$ cat src/shared/irq_pkg.sv
// Register map, field positions and reset values of the fault event interrupt block.

`default_nettype none

package irq_pkg;

  // ----------------------------------------------------------------
  // Register offsets
  // ----------------------------------------------------------------
  localparam logic [7:0] OFS_MASK1 = 8'h05;
  localparam logic [7:0] OFS_MASK2 = 8'h06;
  localparam logic [7:0] OFS_FLAGS1 = 8'h07;
  localparam logic [7:0] OFS_FLAGS2 = 8'h08;

  // ----------------------------------------------------------------
  // Reset values
  // ----------------------------------------------------------------
  localparam logic [7:0] MASK1_RST = 8'h7f;
  localparam logic [7:0] MASK2_RST = 8'hff;
  localparam logic [7:0] FLAGS1_RST = 8'h00;
  localparam logic [7:0] FLAGS2_RST = 8'h00;

  // ----------------------------------------------------------------
  // First mask and flag register fields
  // ----------------------------------------------------------------
  localparam int BIT_TEMP_CHANGE = 7;
  localparam int BIT_OVERHEAT = 6;
  localparam int BIT_INPUT_LOW = 2;
  localparam int BIT_MEASURE_DONE = 1;
  localparam int BIT_COMMIT_DONE = 0;
  localparam logic MASK1_FIXED_HI = 1'b0;
  localparam logic [1:0] MASK1_FIXED_LO = 2'b11;

  // ----------------------------------------------------------------
  // Second flag register fields
  // ----------------------------------------------------------------
  localparam int BIT_POS_BOOST_LOW = 7;
  localparam int BIT_NEG_SOURCE_LOW = 1;
  localparam int BIT_TEMP_CONV_DONE = 0;

  // ----------------------------------------------------------------
  // Temperature change threshold in degrees
  // ----------------------------------------------------------------
  localparam int TEMP_DELTA_MIN = 3;

  typedef enum logic [1:0] {
    MEAS_IDLE,
    MEAS_RUN,
    MEAS_FINISH
  } meas_state_t;

endpackage : irq_pkg

`default_nettype wire

$ cat src/logic/bias_measure_seq.sv
// Kick-back measurement sequencer that runs on the start bit and then clears it.
`timescale 1ns/1ps
`default_nettype none

module bias_measure_seq (
  input wire logic clk_in,
  input wire logic rst_in,
  input wire logic start_in,
  input wire logic result_in,
  output logic run_out,
  output logic start_clear_out,
  output logic complete_out
);

  irq_pkg::meas_state_t state_reg;
  irq_pkg::meas_state_t state_next;
  logic run_reg;
  logic clear_reg;
  logic complete_reg;
  logic finished;

  assign finished = (state_reg == irq_pkg::MEAS_RUN) && result_in;

  // The finish state waits for the start bit to drop, so a stale start level is never rerun.
  always_comb begin
    state_next = state_reg;
    unique case (state_reg)
      irq_pkg::MEAS_IDLE: begin
        if (start_in) begin
          state_next = irq_pkg::MEAS_RUN;
        end
      end
      irq_pkg::MEAS_RUN: begin
        if (result_in) begin
          state_next = irq_pkg::MEAS_FINISH;
        end
      end
      irq_pkg::MEAS_FINISH: begin
        if (!start_in) begin
          state_next = irq_pkg::MEAS_IDLE;
        end
      end
    endcase
  end

  always_ff @(posedge clk_in) begin
    if (rst_in) begin
      state_reg <= irq_pkg::MEAS_IDLE;
      run_reg <= 1'b0;
      clear_reg <= 1'b0;
      complete_reg <= 1'b0;
    end else begin
      state_reg <= state_next;
      run_reg <= (state_next == irq_pkg::MEAS_RUN);
      clear_reg <= finished;
      complete_reg <= finished;
    end
  end

  assign run_out = run_reg;
  assign start_clear_out = clear_reg;
  assign complete_out = complete_reg;
endmodule : bias_measure_seq

`default_nettype wire

$ cat src/logic/pmic_fault_event_interrupts.sv
// Fault and event flags, interrupt masks and open-drain interrupt request of the power chip.
`timescale 1ns/1ps
`default_nettype none

module pmic_fault_event_interrupts #(
  parameter int TEMP_WIDTH = 8
) (
  input wire logic clk_in,
  input wire logic rst_in,
  input wire logic [7:0] reg_addr_in,
  input wire logic reg_wr_in,
  input wire logic reg_rd_in,
  input wire logic [7:0] reg_wdata_in,
  output logic [7:0] reg_rdata_out,
  input wire logic overheat_shutdown_in,
  input wire logic overheat_warn_in,
  input wire logic sensor_high_temp_in,
  input wire logic sensor_low_temp_in,
  input wire logic input_low_in,
  input wire logic pos_boost_low_in,
  input wire logic high_gate_low_in,
  input wire logic inv_conv_low_in,
  input wire logic pos_source_low_in,
  input wire logic neg_gate_low_in,
  input wire logic bias_fault_in,
  input wire logic neg_source_low_in,
  input wire logic [TEMP_WIDTH-1:0] temp_sample_in,
  input wire logic temp_sample_valid_in,
  input wire logic bias_measure_start_in,
  input wire logic bias_measure_result_in,
  output logic bias_measure_run_out,
  output logic bias_measure_start_clear_out,
  input wire logic bias_commit_done_in,
  output logic irq_n_out,
  output logic irq_oe_out
);

  if (TEMP_WIDTH < 3) begin : g_bad_width
    $error("TEMP_WIDTH must hold the change threshold.");
  end

  // ----------------------------------------------------------------
  // Helpers
  // ----------------------------------------------------------------
  // A hardware set always beats a clear in the same cycle, so no event is lost to a read.
  function automatic logic [7:0] set_wins(input logic [7:0] cur, input logic [7:0] set,
                                          input logic [7:0] clr);
    set_wins = set | (cur & ~clr);
  endfunction : set_wins

  function automatic logic [TEMP_WIDTH-1:0] abs_diff(input logic [TEMP_WIDTH-1:0] a,
                                                      input logic [TEMP_WIDTH-1:0] b);
    abs_diff = (a >= b) ? a - b : b - a;
  endfunction : abs_diff

  // ----------------------------------------------------------------
  // Detector synchronisers
  // ----------------------------------------------------------------
  // The analog detectors are asynchronous to this clock.
  localparam int NUM_LEVELS = 12;
  logic [NUM_LEVELS-1:0] level_raw;
  logic [NUM_LEVELS-1:0] level_meta_reg;
  logic [NUM_LEVELS-1:0] level_sync_reg;
  logic [4:0] thermal_now;
  logic [6:0] rail_now;

  assign level_raw = {overheat_shutdown_in, overheat_warn_in, sensor_high_temp_in,
                      sensor_low_temp_in, input_low_in, pos_boost_low_in, high_gate_low_in,
                      inv_conv_low_in, pos_source_low_in, neg_gate_low_in, bias_fault_in,
                      neg_source_low_in};

  always_ff @(posedge clk_in) begin
    if (rst_in) begin
      level_meta_reg <= '0;
      level_sync_reg <= '0;
    end else begin
      level_meta_reg <= level_raw;
      level_sync_reg <= level_meta_reg;
    end
  end

  assign thermal_now = level_sync_reg[11:7];
  assign rail_now = level_sync_reg[6:0];

  // ----------------------------------------------------------------
  // Register decode
  // ----------------------------------------------------------------
  logic hit_mask1;
  logic hit_mask2;
  logic hit_flags1;
  logic hit_flags2;
  logic wr_mask1;
  logic wr_mask2;
  logic rd_flags1;
  logic rd_flags2;

  assign hit_mask1 = (reg_addr_in == irq_pkg::OFS_MASK1);
  assign hit_mask2 = (reg_addr_in == irq_pkg::OFS_MASK2);
  assign hit_flags1 = (reg_addr_in == irq_pkg::OFS_FLAGS1);
  assign hit_flags2 = (reg_addr_in == irq_pkg::OFS_FLAGS2);
  assign wr_mask1 = reg_wr_in && hit_mask1;
  assign wr_mask2 = reg_wr_in && hit_mask2;
  assign rd_flags1 = reg_rd_in && hit_flags1;
  assign rd_flags2 = reg_rd_in && hit_flags2;

  // ----------------------------------------------------------------
  // Mask registers
  // ----------------------------------------------------------------
  logic [4:0] mask1_rw_reg;
  logic [7:0] mask2_reg;
  logic [7:0] mask1_view;
  logic [4:0] wdata_rw;

  assign wdata_rw = reg_wdata_in[irq_pkg::BIT_OVERHEAT:irq_pkg::BIT_INPUT_LOW];
  // Only the middle five enables exist as storage; the outer bits are constants.
  assign mask1_view = {irq_pkg::MASK1_FIXED_HI, mask1_rw_reg, irq_pkg::MASK1_FIXED_LO};

  always_ff @(posedge clk_in) begin
    if (rst_in) begin
      mask1_rw_reg <= irq_pkg::MASK1_RST[irq_pkg::BIT_OVERHEAT:irq_pkg::BIT_INPUT_LOW];
      mask2_reg <= irq_pkg::MASK2_RST;
    end else begin
      if (wr_mask1) begin
        mask1_rw_reg <= wdata_rw;
      end
      if (wr_mask2) begin
        mask2_reg <= reg_wdata_in;
      end
    end
  end

  // ----------------------------------------------------------------
  // Temperature change detection
  // ----------------------------------------------------------------
  // The first reading after reset has nothing to compare against and never flags a change.
  logic [TEMP_WIDTH-1:0] prev_temp_reg;
  logic have_prev_reg;
  logic temp_jump;

  assign temp_jump = temp_sample_valid_in && have_prev_reg &&
                     (abs_diff(temp_sample_in, prev_temp_reg) >=
                      TEMP_WIDTH'(irq_pkg::TEMP_DELTA_MIN));

  always_ff @(posedge clk_in) begin
    if (rst_in) begin
      prev_temp_reg <= '0;
      have_prev_reg <= 1'b0;
    end else if (temp_sample_valid_in) begin
      prev_temp_reg <= temp_sample_in;
      have_prev_reg <= 1'b1;
    end
  end

  // ----------------------------------------------------------------
  // Measurement sequencer
  // ----------------------------------------------------------------
  logic measure_complete;

  bias_measure_seq u_measure (
    .clk_in(clk_in),
    .rst_in(rst_in),
    .start_in(bias_measure_start_in),
    .result_in(bias_measure_result_in),
    .run_out(bias_measure_run_out),
    .start_clear_out(bias_measure_start_clear_out),
    .complete_out(measure_complete)
  );

  // ----------------------------------------------------------------
  // Flag registers
  // ----------------------------------------------------------------
  // Condition flags are set every cycle the condition holds, so a read only clears
  // them once the condition has gone away.
  logic [7:0] flags1_reg;
  logic [7:0] flags2_reg;
  logic [7:0] flags1_set;
  logic [7:0] flags2_set;
  logic [7:0] flags1_next;
  logic [7:0] flags2_next;
  logic [1:0] done_pair;

  assign done_pair = {measure_complete, bias_commit_done_in};
  assign flags1_set = {temp_jump, thermal_now, done_pair};
  assign flags2_set = {rail_now, temp_sample_valid_in};
  assign flags1_next = set_wins(flags1_reg, flags1_set, {8{rd_flags1}});
  assign flags2_next = set_wins(flags2_reg, flags2_set, {8{rd_flags2}});

  always_ff @(posedge clk_in) begin
    if (rst_in) begin
      flags1_reg <= irq_pkg::FLAGS1_RST;
      flags2_reg <= irq_pkg::FLAGS2_RST;
    end else begin
      flags1_reg <= flags1_next;
      flags2_reg <= flags2_next;
    end
  end

  // ----------------------------------------------------------------
  // Interrupt request
  // ----------------------------------------------------------------
  // Flags are still stored when masked; only the pin drive is gated.
  logic pending;
  logic irq_n_reg;
  logic irq_oe_reg;

  assign pending = (|(flags1_reg & mask1_view)) || (|(flags2_reg & mask2_reg));

  always_ff @(posedge clk_in) begin
    if (rst_in) begin
      irq_n_reg <= 1'b1;
      irq_oe_reg <= 1'b0;
    end else begin
      irq_n_reg <= !pending;
      irq_oe_reg <= pending;
    end
  end

  assign irq_n_out = irq_n_reg;
  assign irq_oe_out = irq_oe_reg;

  // ----------------------------------------------------------------
  // Read data
  // ----------------------------------------------------------------
  // Read data hold the last answer between reads; unmapped offsets read as zero.
  logic [7:0] rdata_next;
  logic [7:0] rdata_reg;

  assign rdata_next = hit_mask1 ? mask1_view :
                      hit_mask2 ? mask2_reg :
                      hit_flags1 ? flags1_reg :
                      hit_flags2 ? flags2_reg : 8'h00;

  always_ff @(posedge clk_in) begin
    if (rst_in) begin
      rdata_reg <= 8'h00;
    end else if (reg_rd_in) begin
      rdata_reg <= rdata_next;
    end
  end

  assign reg_rdata_out = rdata_reg;
endmodule : pmic_fault_event_interrupts

`default_nettype wire

$ cat config.mk
export PLATFORM = sky130hd
export DESIGN_NAME = pmic_fault_event_interrupts
export DESIGN_NICKNAME = d
export VERILOG_FILES = /design/src/shared/irq_pkg.sv /design/src/logic/bias_measure_seq.sv /design/src/logic/pmic_fault_event_interrupts.sv
export SDC_FILE = /design/constraint.sdc
export NUM_CORES = 1
export LEC_CHECK = 0
export CAP_MARGIN = 20
export CELL_PAD_IN_SITES_DETAIL_PLACEMENT = 2
export CELL_PAD_IN_SITES_GLOBAL_PLACEMENT = 2
export CORE_MARGIN = 2
export CORE_UTILIZATION = 38
export CTS_CLUSTER_SIZE = 20
export DETAILED_ROUTE_END_ITERATION = 16
export DONT_BUFFER_PORTS = 1
export PLACE_DENSITY_LB_ADDON = 0.1
export SETUP_SLACK_MARGIN = 0.3
export SLEW_MARGIN = 10
export SYNTH_ARGS = -nofsm -noshare
export SYNTH_HDL_FRONTEND = slang
export SYNTH_SLANG_ARGS = --single-unit
$ cat constraint.sdc
create_clock -name clk_in -period 2.9 [get_ports clk_in]
set_clock_uncertainty 0.15 [all_clocks]
set_input_delay 0 -clock clk_in [delete_from_list [all_inputs] [get_ports clk_in]]
set_output_delay 0 -clock clk_in [all_outputs]
set_load 0.005 [all_outputs]
Word-level counts from Yosys, hierarchy flattened. Cells that the tools add are included.

Bits in registers: 76. Input bits: 44.

Bitwise gates (word level): 8. $add $sub $neg: 2. Magnitude comparators: 2. Mux-type cells: 9. Equality and inequality tests: 7. Reductions and logical operators: 12.

Operators with widths (number): $mux W8 (5); $and A8 B8 Y8 (3); $eq A8 B3 Y1 const B (3); $not A8 Y8 (2); $or A8 B8 Y8 (2); $reduce_or A8 Y1 (2); $sub A8 B8 Y8 (2); $and A8 B7 Y8 (1); $eq A8 B4 Y1 const B (1); $ge A8 B2 Y1 const B (1); $ge A8 B8 Y1 (1); $logic_and A1 B1 Y1 (7); $mux W2 (3); $pmux W2 S3 (1); $eq A2 B1 Y1 const B (2); $eq A2 B2 Y1 const B (1); $logic_not A2 Y1 (1); $logic_not A1 Y1 (1); $logic_or A1 B1 Y1 (1).

Logic depth before layout (Yosys ltp).
Depth after elaboration: 5. Mapped depth: 10. Depth with buffers taken out: 10.

Modules after synthesis. From an unflattened synthesis, not the netlist that was laid out.

Cell total of the unflattened synthesis: 393. Area total of the unflattened synthesis: 3568.4 um2.

Modules (own cells, without submodules): pmic_fault_event_interrupts (cells each 370, times used 1, area each 3360.7 um2); bias_measure_seq (cells each 23, times used 1, area each 207.7 um2).

Least setup slack after synthesis. No wires, ideal clock.

Path type: reg2reg. Start: register prev_temp_reg[0]. End: register flags1_reg[7]. Stages on the path, launching flop included: 11. Data required time: 2619 ps. Path buffers: 0. Arrival: 2070 ps. Setup slack: 550 ps. Library setup time: 131 ps. Period minus slack after synthesis: 2350 ps. Path through: dfxtp_1 > inv_1 > ha_1 > inv_1 > fa_1 > a21oi_1 > o21ai_1 > a221o_1 > a2111o_1 > a21oi_2 > o221ai_2.

Cells in the longest elaborated chain, start to end: 5. Elaborated cells between the ends (all ways): 7.

Ends and longest elaborated chain: start: declaration (line pmic_fault_event_interrupts.sv:136) `logic [TEMP_WIDTH-1:0] prev_temp_reg;`; start signal: assignment (line pmic_fault_event_interrupts.sv:149) `prev_temp_reg <= temp_sample_in;`; $sub A8 B8 Y8 or $ge A8 B8 Y1 (tied branches) (line pmic_fault_event_interrupts.sv:53) `abs_diff = (a >= b) ? a - b : b - a;`; $mux W8 (*) (line pmic_fault_event_interrupts.sv:53); $ge A8 B2 Y1 (*) (line pmic_fault_event_interrupts.sv:141) `(abs_diff(temp_sample_in, prev_temp_reg) >=`; $logic_and A1 B1 Y1 (*) (line pmic_fault_event_interrupts.sv:140) `assign temp_jump = temp_sample_valid_in && have_prev_reg &&`; $or A8 B8 Y8 (*) (line pmic_fault_event_interrupts.sv:48) `set_wins = set | (cur & ~clr);`; end signal: assignment (line pmic_fault_event_interrupts.sv:190) `flags1_reg <= irq_pkg::FLAGS1_RST;`; end signal: assignment (line pmic_fault_event_interrupts.sv:193) `flags1_reg <= flags1_next;`; end: declaration (line pmic_fault_event_interrupts.sv:174) `logic [7:0] flags1_reg;`.

Every way passes the cells marked *; elsewhere a longest branch is shown, timed or not. A chain may end at the register's enable or synchronous reset.

Worst setup path after layout.
Start: input reg_addr_in[0]. End: register rdata_reg[1], in the netlist reg_rdata_out[1].

Cells in the longest elaborated chain, start to end: 5. Elaborated cells between the ends (all ways): 8.

Ends and longest elaborated chain: start: declaration (line pmic_fault_event_interrupts.sv:10) `input wire logic [7:0] reg_addr_in,`; $eq A8 B4 Y1 (line pmic_fault_event_interrupts.sv:100) `assign hit_flags2 = (reg_addr_in == irq_pkg::OFS_FLAGS2);`; $mux W8 (line pmic_fault_event_interrupts.sv:231) `hit_flags2 ? flags2_reg : 8'h00;`; $mux W8 (line pmic_fault_event_interrupts.sv:230) `hit_flags1 ? flags1_reg :`; $mux W8 (line pmic_fault_event_interrupts.sv:229) `hit_mask2 ? mask2_reg :`; $mux W8 (*) (line pmic_fault_event_interrupts.sv:228) `assign rdata_next = hit_mask1 ? mask1_view :`; end signal: assignment (line pmic_fault_event_interrupts.sv:237) `rdata_reg <= rdata_next;`; end: declaration (line pmic_fault_event_interrupts.sv:226) `logic [7:0] rdata_reg;`.

Marked as above.

==> summary.md <==
The flow ran to the end, and the final reports show no timing, DRC or antenna violations. The run gives 3 as the deepest level of the CTS H-tree. The analysis attributes to cell leakage a power of 1.767 nW.

The global placement routability congestion was 0.7715; the wire length per cell was 18.80 um. The run gives 0 as the final count of pins violating max slew. Buffers added to address setup during post-CTS repair amount to 0. Detailed routing inserted a total of 3,033 vias. For this run, the number of Yosys warnings is 0. Adding up every negative setup slack in the final design gives 0 ns. The row count is 34, and the fraction of registers with async set/reset is 0%. The sum of internal, switching and leakage power is 2.474 mW. A synthesized cell averages 8.842 um2. Detailed placement finished with a half-perimeter wire length of 6.666 mm. STA puts the critical path data arrival time at 2.60 ns.

The total overflow left after global routing is 0. Of the cells placed in the final design, the portion with a size suffix greater than 1 is 6.889%. The floorplan step set the die height to 99.38 um. The post-synth design cell area was 0.003457 mm2; the clock latency on the worst-skew pair was 0.36 ns.

After synthesis, flip-flops and latches occupy 44.01% of the total area. The clock period minus final worst setup slack works out to 2.480 ns. The min-delay analysis places its worst path in the category input port to register.

The worst setup path is launched from an input port. The net count after synthesis is 454. After the last flow step, the layout net total stands at 508. The pre-antenna-repair detailed-routing pass consisted of 4 iterations.

The actual transition at the worst max-transition pin is 0.5523 ns, and the overall die area is 0.009876 mm2. No sink is reached through more buffers than the 2 on the longest clock path. For this block, the initial DRC count from the detailed router was 77.

The initial utilization of the core area, before any placement, comes to 39.45%. Path type of the worst setup path: input port to register. The number of failing hold endpoints at the final stage was 0.

In the routed design, unresolved DRC markers number 0. The via count of the first global-routing pass was 3,391; the wire length of the first global-routing pass was 17.08 mm. TritonCTS built the clock tree. The I/O pin count is 56, and the final hold slack is 0.01435 ns. Once detail routing completed, the nets flagged for antenna violations numbered 0.

The cell at the slowest stage of the critical path is sky130_fd_sc_hd__dlygate4sd3_1. The routed design has 10.49 mm of wire. For the clock sink total, the log shows 76. The worst pin sits at a relative slew slack of 63.06%.

The largest total area in the synthesized netlist belongs to sky130_fd_sc_hd__dfxtp_1. The via-per-instance ratio is 5.435, and the number of diodes added for antenna fixing is 0. Dominant synthesized flop cell: sky130_fd_sc_hd__dfxtp_1. After layout, the worst path uses 85.50% of the clock period.

The layout-stage area growth over the synthesis result was 26.20%. Sorting the synthesized cells by area gives the leading types as sky130_fd_sc_hd__dfxtp_1 44%, sky130_fd_sc_hd__nor2_1 6.4%, sky130_fd_sc_hd__ha_1 6.2%. The maximum fanout encountered on the critical timing path is 8, and the post-CTS clock slew at the launch and capture registers of the worst setup and hold paths is 0.08 ns. Setup violations remaining at the end of the flow were counted as 0. The number of clock buffers added by TritonCTS is 9. The category of the worst setup path capture point was a register.

Among the stages of the critical path, the cell type that occurs most often is sky130_fd_sc_hd__dlygate4sd3_1. The initial antenna violation count was 0. After floorplanning, the core was sized to cover 0.008763 mm2.

The worst vdd rail ir drop came out at 0.0002930 V. In the global route stage, overall resource usage came out at 22.06%. The tool flagged a number of max-cap violations equal to 0. Entering global routing, the biggest net connects 62 pins. STA puts the critical path data required time at 3.02 ns. The synthesized design contains 0 enable-type register cells.

Input and output buffers added on the ports amount to 0. After technology mapping, the gate count stands at 391. The maximum single-stage delay on the critical path is 0.66 ns, and the top cell type's share of synthesized area is 44.01%. Clock tree synthesis selected as its root buffer the cell sky130_fd_sc_hd__clkbuf_8. The largest delay contributor family on the critical path was buffers and inverters. Number of buffers and inverters on the critical path: 3. Walking the worst path, the cells encountered are dlygate4sd3_1 -> nand3_1 -> dlygate4sd3_1 -> nor2_4 -> dlygate4sd3_1 -> nand2_1 -> a311oi_1.

The floorplan step set the die width to 99.38 um. Setup repair after global routing could not meet its margin everywhere. Synthesis inferred 76 register bits.

Power spread over the standard cell area amounts to 567.1 mW/mm2. For this run, the top clock speed supported by timing is 0.4033 GHz. In this run, distinct cell masters in the synthesized netlist total 51.
==> synthesized netlist by cell type (3+ instances only) <==
| cell | count |
|---|---|
| sky130_fd_sc_hd__ha_1 | 17 |
| sky130_fd_sc_hd__a21oi_1 | 25 |
| sky130_fd_sc_hd__o21ai_1 | 9 |
| sky130_fd_sc_hd__a22oi_1 | 9 |
| sky130_fd_sc_hd__and2_1 | 3 |
| sky130_fd_sc_hd__a221o_1 | 7 |
| sky130_fd_sc_hd__o21ai_0 | 8 |
| sky130_fd_sc_hd__inv_1 | 28 |
| sky130_fd_sc_hd__a221oi_1 | 8 |
| sky130_fd_sc_hd__buf_2 | 4 |
| sky130_fd_sc_hd__nor3_1 | 6 |
| sky130_fd_sc_hd__a21o_1 | 7 |
| sky130_fd_sc_hd__nand3_1 | 18 |
| sky130_fd_sc_hd__a211oi_1 | 5 |
| sky130_fd_sc_hd__nor2b_1 | 27 |
| sky130_fd_sc_hd__nor2_1 | 59 |
| sky130_fd_sc_hd__mux2i_1 | 8 |
| sky130_fd_sc_hd__clkbuf_1 | 11 |
| sky130_fd_sc_hd__nand2_1 | 16 |
| sky130_fd_sc_hd__dfxtp_1 | 76 |
==> through the flow <==
step,instances,area (um2),setup WS [ns],util [%]
after floorplan,391,3457,0.5496,-
after global placement,483,3516,0.4135,40.12
after detailed placement,483,3516,0.3456,40.12
after CTS,558,4347,0.3225,49.60
after global routing,558,4363,0.2711,49.79
final,558,4363,0.4205,49.79
==> timing repair <==
item                       in CTS  in global routing
setup endpoints to repair       0                  3
resized for setup               0                  4
hold buffers                   59                  0
hold endpoints to repair       76                  0
==> layout make-up <==
class / instances / area (um2)
Tap cell: 108 / 135.1
Timing Repair Buffer: 60 / 615.6
Inverter: 28 / 105.1
Clock buffer: 10 / 127.6
Clock inverter: 6 / 95.09
Multi-Input combinational cell: 270 / 1763
Fill cell: 925 / 4400
Sequential cell: 76 / 1521
==> placed cells by master (no fill, tap or decap), drive strengths merged, types with 2 or more instances in the layout <==
cell type,Yosys,layout
buf,6,2
and3,3,3
o211ai,2,2
clkinv,0,2
a311oi,2,2
a22oi,9,9
fa,2,2
a221o,7,7
nor3,7,7
a211o,2,2
nand2,17,17
and2,3,3
dfxtp,76,76
bufinv,0,2
a21oi,27,27
mux2i,8,8
dlygate4sd3,0,58
a21o,7,7
ha,17,17
a221oi,8,8
o21ai,18,18
nand3,18,18
clkbuf,11,10
a211oi,5,5
nor2b,28,28
nand4,2,2
o31ai,2,2
nor2,60,60
inv,28,30
==> kinds of logic after synthesis <==
group	count (synthesis)	share of synthesized area [%]
AOI/OAI and AO/OA	97	19.80
xor gates and xnor gates	2	0.5068
adders and majority gates	19	7.311
buffers and inverters	45	5.465
DFF	76	44.01
muxes	8	2.316
and+or+nand+nor	144	20.59
==> worst paths after layout <==
path,startpoint,to,slack [ns],cells after the start
worst max-delay path,reg_addr_in[0],reg_rdata_out[1],0.42,7
worst min-delay path,temp_sample_in[6],flags1_reg[7],0.01,5
worst max register to register,prev_temp_reg[0],flags1_reg[7],0.42,10
worst min register to register,level_meta_reg[1],level_sync_reg[1],0.30,1
==> tightest hold or removal path: stages <==
cell and delay (ns):
sky130_fd_sc_hd__ha_1 0.13, sky130_fd_sc_hd__a21oi_1 0.06, sky130_fd_sc_hd__o31ai_1 0.08, sky130_fd_sc_hd__nor3_1 0.06, sky130_fd_sc_hd__o221ai_2 0.14
==> metal layers <==
layer / routed length (um) / track usage [%]
met1: 4909 / 28.32
met4: 129 / 7.165
met2: 5092 / 37.42
met3: 357 / 4.216
met5: 0 / 0
==> report_power, final <==
part	leakage [nW]	switching [mW]	total [mW]	internal [mW]
Sequential	0.626	0.0408	1.15	1.11
Combinational	1.03	0.218	0.407	0.189
Clock	0.111	0.426	0.921	0.494
Note: power is estimated with default switching activity, not from simulation.
